**src/include/timer_pkg.sv**
```systemverilog
// shared constants and types for the dual timer/counter block
package timer_pkg;

  // oscillator periods (core_clk cycles) per machine cycle
  localparam int OSC_PER_MACHINE_CYCLE = 6;
  localparam int CLK_PERIOD_NS         = 10;
  localparam logic [2:0] MC_LAST = 3'(OSC_PER_MACHINE_CYCLE - 1);

  // avalon byte address width; register byte address is four times the index
  localparam int ADDR_W = 10;

  // register indices
  localparam logic [7:0] IDX_RUN_FLAG   = 8'h88;
  localparam logic [7:0] IDX_MODE_CFG   = 8'h89;
  localparam logic [7:0] IDX_LOW_ZERO   = 8'h8a;
  localparam logic [7:0] IDX_LOW_ONE    = 8'h8b;
  localparam logic [7:0] IDX_UPPER_ZERO = 8'h8c;
  localparam logic [7:0] IDX_UPPER_ONE  = 8'h8d;

  // reset values
  localparam logic [7:0] RUN_FLAG_RST = 8'h00;
  localparam logic [7:0] MODE_CFG_RST = 8'h00;
  localparam logic [7:0] COUNT_RST    = 8'h00;

  typedef enum logic [1:0] {
    MODE_PRESCALED13 = 2'b00,
    MODE_CASCADE16   = 2'b01,
    MODE_RELOAD8     = 2'b10,
    MODE_SPLIT       = 2'b11
  } mode_t;

  // one nibble per unit: bit 3 pin qualify, bit 2 count source, bits 1:0 mode
  typedef struct packed {
    logic  pin_qualify;
    logic  cnt_src;
    mode_t mode;
  } unit_cfg_t;

  // mode_config_reg: unit one in bits 7:4, unit zero in bits 3:0
  typedef struct packed {
    unit_cfg_t one;
    unit_cfg_t zero;
  } mode_config_t;

  // run_flag_reg, bit 7 down to bit 0
  typedef struct packed {
    logic overflow_flag_one;
    logic run_bit_one;
    logic overflow_flag_zero;
    logic run_bit_zero;
    logic ext_irq_flag_one;
    logic ext_irq_type_one;
    logic ext_irq_flag_zero;
    logic ext_irq_type_zero;
  } run_flag_t;

  // hardware clear strobes from the interrupt controller on vectoring
  typedef struct packed {
    logic overflow_one;
    logic overflow_zero;
    logic ext_irq_one;
    logic ext_irq_zero;
  } vector_ack_t;

  typedef struct packed {
    logic [7:0] upper;
    logic [7:0] lower;
    logic       ovf;
  } count_step_t;

  typedef enum logic {
    BUS_IDLE   = 1'b0,
    BUS_ANSWER = 1'b1
  } bus_state_t;

endpackage

```
**src/hw/pin_sampler.sv**
```systemverilog
// two-flop synchroniser plus once-per-machine-cycle sampler for one pin
`timescale 1ns/1ps
module pin_sampler (
  input  wire logic core_clk,
  input  wire logic reset,
  input  wire logic pin,
  input  wire logic mc_tick,
  output logic      level,
  output logic      fall
);

  logic sync_a;
  logic sync_b;
  logic sample;
  logic next_sample;
  logic next_fall;

  // fall holds for a whole machine cycle, so it is consumed on the next tick
  always_comb begin
    next_sample = sample;
    next_fall   = fall;
    if (mc_tick) begin
      next_sample = sync_b;
      next_fall   = sample & ~sync_b;
    end
  end

  always_ff @(posedge core_clk) begin
    if (reset) begin
      sync_a <= 1'b1;
      sync_b <= 1'b1;
      sample <= 1'b1;
      fall   <= 1'b0;
    end else begin
      sync_a <= pin;
      sync_b <= sync_a;
      sample <= next_sample;
      fall   <= next_fall;
    end
  end

  assign level = sync_b;

endmodule

```
**src/hw/dual_timer_counter.sv**
```systemverilog
// two timer/counter units with run/flag and mode registers on avalon-mm
//
// The Avalon-MM register port was decided locally.
`timescale 1ns/1ps
module dual_timer_counter (
  input  wire logic                        core_clk,
  input  wire logic                        reset,
  input  wire logic [timer_pkg::ADDR_W-1:0] address,
  input  wire logic                        read,
  input  wire logic                        write,
  input  wire logic [31:0]                 writedata,
  output logic [31:0]                      readdata,
  output logic                             waitrequest,
  input  wire logic                        count_pin_zero,
  input  wire logic                        count_pin_one,
  input  wire logic                        ext_irq_pin_zero,
  input  wire logic                        ext_irq_pin_one,
  input  wire timer_pkg::vector_ack_t      vector_ack,
  output logic                             overflow_pulse_zero,
  output logic                             overflow_pulse_one,
  output timer_pkg::run_flag_t             run_flag_reg
);

  timer_pkg::mode_config_t mode_config_reg;
  timer_pkg::mode_config_t next_mode_config;
  timer_pkg::run_flag_t    next_run_flag;
  timer_pkg::bus_state_t   bus_state;
  timer_pkg::bus_state_t   next_bus_state;
  timer_pkg::count_step_t  step_zero;
  timer_pkg::count_step_t  step_one;
  logic [31:0] next_readdata;
  logic [7:0]  read_mux;
  logic [7:0]  reg_idx;
  logic        idx_ok;
  logic        wr_ok;
  logic [2:0]  mc_count;
  logic [2:0]  next_mc_count;
  logic        mc_tick;
  logic [7:0]  lower_byte_unit_zero;
  logic [7:0]  upper_byte_unit_zero;
  logic [7:0]  lower_byte_unit_one;
  logic [7:0]  upper_byte_unit_one;
  logic [7:0]  next_lower_zero;
  logic [7:0]  next_upper_zero;
  logic [7:0]  next_lower_one;
  logic [7:0]  next_upper_one;
  logic [8:0]  upper_split_sum;
  logic        cnt_fall_zero;
  logic        cnt_fall_one;
  logic        irq_level_zero;
  logic        irq_level_one;
  logic        irq_fall_zero;
  logic        irq_fall_one;
  logic        split_zero;
  logic        enable_zero;
  logic        enable_one;
  logic        inc_zero;
  logic        inc_one;
  logic        inc_upper_split;
  logic        ovf_zero;
  logic        ovf_one;
  logic        ovf_upper_split;
  logic        ext_set_zero;
  logic        ext_set_one;

  // ---------------- machine cycle ----------------
  always_comb begin
    next_mc_count = (mc_count == timer_pkg::MC_LAST) ? 3'h0 : mc_count + 3'h1;
  end

  always_ff @(posedge core_clk) begin
    if (reset) begin
      mc_count <= 3'h0;
    end else begin
      mc_count <= next_mc_count;
    end
  end

  assign mc_tick = (mc_count == timer_pkg::MC_LAST);

  // ---------------- pins ----------------
  pin_sampler cnt_pin_zero_smp (
    .core_clk (core_clk),
    .reset    (reset),
    .pin      (count_pin_zero),
    .mc_tick  (mc_tick),
    .level    (),
    .fall     (cnt_fall_zero)
  );

  pin_sampler cnt_pin_one_smp (
    .core_clk (core_clk),
    .reset    (reset),
    .pin      (count_pin_one),
    .mc_tick  (mc_tick),
    .level    (),
    .fall     (cnt_fall_one)
  );

  pin_sampler irq_pin_zero_smp (
    .core_clk (core_clk),
    .reset    (reset),
    .pin      (ext_irq_pin_zero),
    .mc_tick  (mc_tick),
    .level    (irq_level_zero),
    .fall     (irq_fall_zero)
  );

  pin_sampler irq_pin_one_smp (
    .core_clk (core_clk),
    .reset    (reset),
    .pin      (ext_irq_pin_one),
    .mc_tick  (mc_tick),
    .level    (irq_level_one),
    .fall     (irq_fall_one)
  );

  // ---------------- count enables ----------------
  assign split_zero = (mode_config_reg.zero.mode == timer_pkg::MODE_SPLIT);
  assign enable_zero = run_flag_reg.run_bit_zero &
                       (~mode_config_reg.zero.pin_qualify | irq_level_zero);
  // with unit zero split, unit one is started only by leaving its own mode three
  assign enable_one = (run_flag_reg.run_bit_one | split_zero) &
                      (mode_config_reg.one.mode != timer_pkg::MODE_SPLIT) &
                      (~mode_config_reg.one.pin_qualify | irq_level_one);
  assign inc_zero = mc_tick & enable_zero &
                    (mode_config_reg.zero.cnt_src ? cnt_fall_zero : 1'b1);
  assign inc_one = mc_tick & enable_one &
                   (mode_config_reg.one.cnt_src ? cnt_fall_one : 1'b1);
  assign inc_upper_split = mc_tick & split_zero & run_flag_reg.run_bit_one;

  // one step of a unit; split mode only steps the lower byte here
  function automatic timer_pkg::count_step_t count_step(input timer_pkg::mode_t m,
                                                        input logic [7:0] upper,
                                                        input logic [7:0] lower);
    timer_pkg::count_step_t s;
    logic [13:0] w13;
    logic [16:0] w16;
    logic [8:0]  w8;
    s.upper = upper;
    s.lower = lower;
    s.ovf   = 1'b0;
    w13 = {1'b0, upper, lower[4:0]} + 14'h0001;
    w16 = {1'b0, upper, lower} + 17'h00001;
    w8  = {1'b0, lower} + 9'h001;
    case (m)
      timer_pkg::MODE_PRESCALED13: begin
        // bits 7:5 of the lower byte carry no count and are left alone
        s.upper = w13[12:5];
        s.lower = {lower[7:5], w13[4:0]};
        s.ovf   = w13[13];
      end
      timer_pkg::MODE_CASCADE16: begin
        s.upper = w16[15:8];
        s.lower = w16[7:0];
        s.ovf   = w16[16];
      end
      timer_pkg::MODE_RELOAD8: begin
        s.lower = w8[8] ? upper : w8[7:0];
        s.ovf   = w8[8];
      end
      default: begin
        s.lower = w8[7:0];
        s.ovf   = w8[8];
      end
    endcase
    return s;
  endfunction

  // ---------------- count registers ----------------
  always_comb begin
    step_zero = count_step(mode_config_reg.zero.mode, upper_byte_unit_zero,
                           lower_byte_unit_zero);
    step_one  = count_step(mode_config_reg.one.mode, upper_byte_unit_one,
                           lower_byte_unit_one);
    upper_split_sum = {1'b0, upper_byte_unit_zero} + 9'h001;
    next_lower_zero = lower_byte_unit_zero;
    next_upper_zero = upper_byte_unit_zero;
    next_lower_one  = lower_byte_unit_one;
    next_upper_one  = upper_byte_unit_one;
    ovf_zero        = 1'b0;
    ovf_one         = 1'b0;
    ovf_upper_split = 1'b0;
    if (inc_zero) begin
      next_lower_zero = step_zero.lower;
      if (!split_zero) begin
        next_upper_zero = step_zero.upper;
      end
      ovf_zero = step_zero.ovf;
    end
    if (inc_upper_split) begin
      next_upper_zero = upper_split_sum[7:0];
      ovf_upper_split = upper_split_sum[8];
    end
    if (inc_one) begin
      next_lower_one = step_one.lower;
      next_upper_one = step_one.upper;
      ovf_one        = step_one.ovf;
    end
    // a software write wins over a count in the same cycle
    if (wr_ok) begin
      case (reg_idx)
        timer_pkg::IDX_LOW_ZERO:   next_lower_zero = writedata[7:0];
        timer_pkg::IDX_UPPER_ZERO: next_upper_zero = writedata[7:0];
        timer_pkg::IDX_LOW_ONE:    next_lower_one  = writedata[7:0];
        timer_pkg::IDX_UPPER_ONE:  next_upper_one  = writedata[7:0];
        default: ;
      endcase
    end
  end

  always_ff @(posedge core_clk) begin
    if (reset) begin
      lower_byte_unit_zero <= timer_pkg::COUNT_RST;
      upper_byte_unit_zero <= timer_pkg::COUNT_RST;
      lower_byte_unit_one  <= timer_pkg::COUNT_RST;
      upper_byte_unit_one  <= timer_pkg::COUNT_RST;
      overflow_pulse_zero  <= 1'b0;
      overflow_pulse_one   <= 1'b0;
    end else begin
      lower_byte_unit_zero <= next_lower_zero;
      upper_byte_unit_zero <= next_upper_zero;
      lower_byte_unit_one  <= next_lower_one;
      upper_byte_unit_one  <= next_upper_one;
      overflow_pulse_zero  <= ovf_zero;
      overflow_pulse_one   <= ovf_one;
    end
  end

  // ---------------- control registers ----------------
  // level mode re-arms every machine cycle while the pin stays low
  assign ext_set_zero = run_flag_reg.ext_irq_type_zero ? irq_fall_zero & mc_tick
                                                       : mc_tick & ~irq_level_zero;
  assign ext_set_one = run_flag_reg.ext_irq_type_one ? irq_fall_one & mc_tick
                                                     : mc_tick & ~irq_level_one;

  always_comb begin
    next_run_flag    = run_flag_reg;
    next_mode_config = mode_config_reg;
    if (wr_ok && reg_idx == timer_pkg::IDX_RUN_FLAG) begin
      next_run_flag = timer_pkg::run_flag_t'(writedata[7:0]);
    end
    if (wr_ok && reg_idx == timer_pkg::IDX_MODE_CFG) begin
      next_mode_config = timer_pkg::mode_config_t'(writedata[7:0]);
    end
    if (vector_ack.overflow_zero) next_run_flag.overflow_flag_zero = 1'b0;
    if (vector_ack.overflow_one) next_run_flag.overflow_flag_one = 1'b0;
    if (vector_ack.ext_irq_zero) next_run_flag.ext_irq_flag_zero = 1'b0;
    if (vector_ack.ext_irq_one) next_run_flag.ext_irq_flag_one = 1'b0;
    // hardware sets come last so an event never loses to a clear
    if (ovf_zero) next_run_flag.overflow_flag_zero = 1'b1;
    if (split_zero ? ovf_upper_split : ovf_one) begin
      next_run_flag.overflow_flag_one = 1'b1;
    end
    if (ext_set_zero) next_run_flag.ext_irq_flag_zero = 1'b1;
    if (ext_set_one) next_run_flag.ext_irq_flag_one = 1'b1;
  end

  always_ff @(posedge core_clk) begin
    if (reset) begin
      run_flag_reg    <= timer_pkg::run_flag_t'(timer_pkg::RUN_FLAG_RST);
      mode_config_reg <= timer_pkg::mode_config_t'(timer_pkg::MODE_CFG_RST);
    end else begin
      run_flag_reg    <= next_run_flag;
      mode_config_reg <= next_mode_config;
    end
  end

  // ---------------- avalon-mm slave ----------------
  // one wait state: data is muxed on the first cycle, answered on the second
  assign reg_idx = address[timer_pkg::ADDR_W-1:2];
  assign idx_ok  = (address[1:0] == 2'h0);
  assign wr_ok   = write & (bus_state == timer_pkg::BUS_ANSWER) & idx_ok;
  assign waitrequest = (read | write) & (bus_state == timer_pkg::BUS_IDLE);

  always_comb begin
    read_mux = 8'h00;
    if (idx_ok) begin
      case (reg_idx)
        timer_pkg::IDX_RUN_FLAG:   read_mux = run_flag_reg;
        timer_pkg::IDX_MODE_CFG:   read_mux = mode_config_reg;
        timer_pkg::IDX_LOW_ZERO:   read_mux = lower_byte_unit_zero;
        timer_pkg::IDX_UPPER_ZERO: read_mux = upper_byte_unit_zero;
        timer_pkg::IDX_LOW_ONE:    read_mux = lower_byte_unit_one;
        timer_pkg::IDX_UPPER_ONE:  read_mux = upper_byte_unit_one;
        default:                   read_mux = 8'h00;
      endcase
    end
  end

  always_comb begin
    next_bus_state = timer_pkg::BUS_IDLE;
    next_readdata  = readdata;
    case (bus_state)
      timer_pkg::BUS_IDLE: begin
        if (read || write) begin
          next_bus_state = timer_pkg::BUS_ANSWER;
          next_readdata  = read ? {24'h000000, read_mux} : 32'h00000000;
        end
      end
      timer_pkg::BUS_ANSWER: next_bus_state = timer_pkg::BUS_IDLE;
      default:               next_bus_state = timer_pkg::BUS_IDLE;
    endcase
  end

  always_ff @(posedge core_clk) begin
    if (reset) begin
      bus_state <= timer_pkg::BUS_IDLE;
      readdata  <= 32'h00000000;
    end else begin
      bus_state <= next_bus_state;
      readdata  <= next_readdata;
    end
  end
endmodule

```
**config.mk**
```make
export PLATFORM = sky130hd
export DESIGN_NAME = dual_timer_counter
export DESIGN_NICKNAME = d
export VERILOG_FILES = /design/src/include/timer_pkg.sv /design/src/hw/pin_sampler.sv /design/src/hw/dual_timer_counter.sv
export SDC_FILE = /design/constraint.sdc
export NUM_CORES = 1
export LEC_CHECK = 0
export BUFFER_PORTS_ARGS = -buffer_cell sky130_fd_sc_hd__buf_4
export CAP_MARGIN = 20
export CORE_ASPECT_RATIO = 0.7
export CORE_MARGIN = 2
export CORE_UTILIZATION = 45
export CTS_CLUSTER_SIZE = 25
export DETAILED_ROUTE_END_ITERATION = 8
export HOLD_SLACK_MARGIN = 0.12
export PLACE_DENSITY = 0.78
export SYNTH_ARGS = -nofsm -noshare
export SYNTH_HDL_FRONTEND = slang
export SYNTH_SLANG_ARGS = --single-unit
```
**constraint.sdc**
```tcl
create_clock -name core_clk -period 2.2 [get_ports core_clk]
set_clock_uncertainty 0.05 [all_clocks]
set_input_delay 0.22 -clock core_clk [delete_from_list [all_inputs] [get_ports core_clk]]
set_output_delay 0.22 -clock core_clk [all_outputs]
set_load 0.01 [all_outputs]
```
# Word-level counts from Yosys, hierarchy flattened
# Cells that the tools add are included.
# classes
addsub,8
eq_ne,13
muxes,42
bitwise_logic,31
n_reduce_logical,12
# op_table
op,n
$mux 8,19
$pmux 9 s3,2
$eq 8x8->1 const B,6
$pmux 8 s6,1
$add 16x1->17 const B,2
$pmux 8 s2,2
$add 13x1->14 const B,2
$add 8x1->9 const B,3
$and 1x1->1,20
$mux 1,17
$reduce_bool 3->1,4
$not 1->1,7
$eq 2x2->1 const B,3
$logic_not 2->1,3
$eq 2x1->1 const B,2
$or 1x1->1,4
$add 3x1->3 const B,1
$eq 3x3->1 const B,1
$logic_and 1x1->1,2
$ne 2x2->1 const B,1
$pmux 1 s2,1
$reduce_and 2->1,1
$reduce_or 2->1,1
$logic_or 1x1->1,1
# totals
register_bits,102

# Depth between registers and ports, before layout
# logic_depth
depth_word,9
depth_mapped,9

# Hierarchy
# Synthesis repeated with hierarchy kept, for this count alone.
# unflattened
hier_cells,523
hier_area_um2,4398.0
# modules_own_cells
mod,instances,cells_each,area_each_um2,seq_area_each_um2
dual_timer_counter,1,479,3892.5,1241.2
pin_sampler,4,11,126.4,80.1

# Least setup slack after synthesis
# Ideal clock, no wire load.
# synth_path
path_type,reg-to-reg
start,reg mc_count[1]
end,reg upper_byte_unit_zero[7]
t_arrival_ps,1987
required_time_ps,2059
path_slack_ps,72
path_stages_with_launch,10
path_buffers,2
period_less_slack_ps,2128
cell_sequence,dfxtp_1 -> inv_1 -> ha_1 -> and2_1 -> buf_4 -> and4_1 -> buf_6 -> and4_1 -> or4_1 -> a311oi_1
# synth_via
elab_chain_len,7
elab_cells_between_ends,9
classes_between,1 x eq/ne; 4 x mux; 4 x bitwise
# synth_rtl
element,line_no,source
from (decl),dual_timer_counter.sv:36,logic [2:0] mc_count;
from (signal assigned),dual_timer_counter.sv:75,mc_count <= next_mc_count;
$eq 3x3->1 *,dual_timer_counter.sv:79,assign mc_tick = (mc_count == timer_pkg::MC_LAST);
$and 1x1->1 (2 in series),dual_timer_counter.sv:126,assign inc_zero = mc_tick & enable_zero &
$mux 8,dual_timer_counter.sv:184,if (inc_zero) begin
$mux 8 *,dual_timer_counter.sv:191,if (inc_upper_split) begin
$mux 8,dual_timer_counter.sv:202,case (reg_idx)
$mux 8 *,dual_timer_counter.sv:201,if (wr_ok) begin
to (signal assigned),dual_timer_counter.sv:215,upper_byte_unit_zero <= timer_pkg::COUNT_RST;
to (signal assigned),dual_timer_counter.sv:222,upper_byte_unit_zero <= next_upper_zero;
to (decl),dual_timer_counter.sv:40,logic [7:0] upper_byte_unit_zero;
# Mark *: on every way between the ends. The rest lies on a longest branch, timed or not.
# A chain may end at the register's enable or synchronous reset.

# Worst setup path after layout
# layout_path
start,reg mc_count[0]
end,reg upper_byte_unit_one[6]
# layout_via
elab_chain_len,6
# layout_rtl
element,line_no,source
$eq 3x3->1 *,dual_timer_counter.sv:79,
$and 1x1->1 * (2 in series),dual_timer_counter.sv:128,assign inc_one = mc_tick & enable_one &
$mux 8 *,dual_timer_counter.sv:195,if (inc_one) begin
$mux 8,dual_timer_counter.sv:202,
$mux 8 *,dual_timer_counter.sv:201,
to (signal assigned),dual_timer_counter.sv:217,upper_byte_unit_one <= timer_pkg::COUNT_RST;
to (signal assigned),dual_timer_counter.sv:224,upper_byte_unit_one <= next_upper_one;
to (decl),dual_timer_counter.sv:42,logic [7:0] upper_byte_unit_one;
# Marks and branches as above.

==> impl_results.md <==
* Post-synthesis adder-cell area fraction at approximately 1.3%
* Hold Path End: run_flag_reg[3]$_SDFFE_PP0P_
* FMAX at around 480 MHz
* Antenna Nets Post-Route at 0
* First-pass GRT wire length at around 24 mm
* Placed Instances at 764
* Vias/cell at 6.23
* Pin slew with the least headroom to its limit at ~0.58 ns
* YS warnings at 0
* CP endpoint kind: flip-flop
* Area grow syn2layout at 22.0%
* Crit path launch type: flip-flop
* Slowest cell on the critical path: a2111o_1
* Final slew viol count at 0
* Final Hold Fails at 0
* Nets@finish at 710
* Worst EP required at around 2.4 ns
* Placer Congestion at approximately 0.96
* Hold Crit Start: vector_ack[1]
* Ys async rst share at 0%
* Crit path largest cell delay at approximately 0.40 ns
* Syn avg cell area at ~8.4 um^2
* Crit Path Max Fanout at 8
* H-Tree Depth at 3
* Die Span Y at 90.6 um
* Post-synthesis xor/xnor area fraction at approximately 1.6%
* Post-Layout Inst Area at between 5000 and 6000 um^2
* Gr ovfl total at 0
* R2R Setup Slk at about 0.10 ns
* Largest net degree at the start of global routing at 28
* Synth Area in Simple Gates at 27.8%
* Synthesized area at between 4000 and 5000 um^2
* Top cells by area, synth: dfxtp_1, mux2i_1, nor2_1
* Post-synth top cells: dfxtp_1, nor2_1, nand2_1
* Dpl ws at 0.0850 ns
* Hold path cells at 3
* Distinct cells, synth at 76
* Non-filler cells, final at just under 800
* Setup TNS at 0 ns
* Die width at around 130 um
* Clock transition at path regs at approximately 0.070 ns
* Post-synth top area share at around 32%
* Post-layout minimum cycle time at about 2.1 ns
* Synthesis-stage register bit count at between 70 and 80
* Average routed wire per standard cell at 19.5 um
* Worst R2R End: upper_byte_unit_one[6]$_SDFF_PP0_
* Setup Viol. Count Final at 0
* DRC at 0
* Worst Path Buf+Inv at 1
* Clock latency on the worst-skew pair at around 0.35 ns
* Compound-gate portion of the synthesized area at a little under a fifth
* CTS Buffer Depth at 2
* Core Util, Final at a little under three fifths
* Power per cell area at 553 nW/um^2
* Via count at about 5000
* Core area at 10400 um^2
* Final worst-path cycle share at roughly 95%
* Multiplexer share of the synthesized area at about a tenth
* Overall power at ~3.2 mW
* Quantity of I/O buffers inserted on ports at between 40 and 50
* Vias in the first global route at 4425
* Initial antenna violation count at 0
* Slew headroom at 61.4%
* Antenna cells at 0
* Main combinational cell family by area after synthesis: simple AND/OR/NAND/NOR gates
* DR iter-0 viols at 700
* Worst path cell trace: ha_1 > nand2_1 > a2111o_1 > buf_4 > nor4_2 > xnor2_1 > o22ai_1
* Seq/Total Area, Yosys at 32.4%
* Num rows at 31
* IR Drop Worst-Case VDD at about 0.00052 V
* Max-Cap Viols at 0
* R2R depth at 7
* Die area at between 10000 and 15000 um^2
* Count leader, synth: dfxtp_1
* DPL Wire Length at about 11 mm
* Starting Density at a little under half
* Leakage at 2.27 nW
* Ys flop type: dfxtp_1
* Layout cell share with drive strength beyond 1 at 23.6%
* RSZ-0062 raised after global routing: no
* Drt first pass iters at 6
* Placed Area at 5460 um^2
* GRT Util Overall at 26.9%
* Status: finished clean
* Final wirelength at between 15 and 20 mm
* Family with the most delay on the worst path: compound AO/OA/AOI/OAI gates
* Hold slack at between 0.15 and 0.2 ns
* Crit Path Class: flip-flop to flip-flop
* Clk Tree Root Cell: clkbuf_16
* WP data arrival at 2.27 ns
* Top Ports at 97
* Hold Path Class: input port to flip-flop
* Post-synth EDFFs at 0
* CTS Buf Count at 9
* Reg-to-Reg Start: mc_count[0]$_SDFF_PP0_
* Clock sink total at 78
* Final Worst Setup Slack at ~0.1 ns
* Top cell type by total area after synthesis: dfxtp_1
* CTS tree: built
* Cells after synthesis at 571
cell usage in the layout (no fill, tap or decap), types with 12 or more instances in the layout:
master / synthesis / final
a21oi_1: 18 / 18
buf_4: 26 / 97
conb_1: 1 / 24
dfxtp_1: 78 / 78
inv_1: 13 / 13
mux2i_1: 27 / 27
nand2_1: 44 / 44
nand3_1: 26 / 26
nor2_1: 63 / 62
nor3_1: 13 / 12
o21ai_0: 25 / 25
worst min-delay path: stages:
cell and delay, ns:
buf_4 0.08, a2bb2oi_1 0.16, nor2_1 0.04
power by group:
group          internal, mW  switching, mW  total (mW)
clock                 0.907          0.668        1.58
sequential             1.43         0.0131        1.44
combinational        0.0937          0.134       0.228
kinds of logic (layout without fill, tap and decap cells):
kind of cell,count (synthesis),count (layout)
adders and majority gates,5,5
AOI/OAI and AO/OA,125,125
xor gates and xnor gates,9,9
and+or+nand+nor,241,241
DFF,78,78
other,1,24
muxes,39,39
buffers and inverters,73,135
final cells by class:
class                      instances  area (um^2)
clock buffer                       9          225
clock inverter                     7         85.1
fill                             936         4520
inverter                          14         52.6
multi-input combinational        443         2980
sequential                        78         1560
tap                              132          165
timing repair buffer             105          808
how the worst max path moves through the flow:
stage	to	slack, ns	start	depth (start not counted)
floorplan	upper_byte_unit_zero[7]$_SDFF_PP0_	0.07	mc_count[1]$_SDFF_PP0_	9
global route	lower_byte_unit_zero[7]$_SDFF_PP0_	0.001	mc_count[0]$_SDFF_PP0_	6
finish	upper_byte_unit_one[6]$_SDFF_PP0_	0.10	mc_count[0]$_SDFF_PP0_	7
CTS	upper_byte_unit_one[6]$_SDFF_PP0_	0.06	lower_byte_unit_one[0]$_SDFF_PP0_	6
global placement	upper_byte_unit_zero[7]$_SDFF_PP0_	0.11	mc_count[1]$_SDFF_PP0_	7
detailed placement	upper_byte_unit_one[6]$_SDFF_PP0_	0.08	lower_byte_unit_one[0]$_SDFF_PP0_	6
layer usage:
layer / vias to the layer above / GRT usage, % / routed length, um
li1: 2232 / - / -
met1: 2313 / 39.0 / 6430
met2: 314 / 40.0 / 6560
met3: 49 / 5.15 / 1860
met4: 0 / 9.16 / 495
met5: - / 0 / 0
timing repair:
action,CTS,global route
hold buffers,8,0
setup buffers,0,0
gates resized for setup,1,10
endpoints found under the hold margin,8,0
setup endpoints to repair,1,13
No activity file was read; power rests on OpenSTA's default activity.
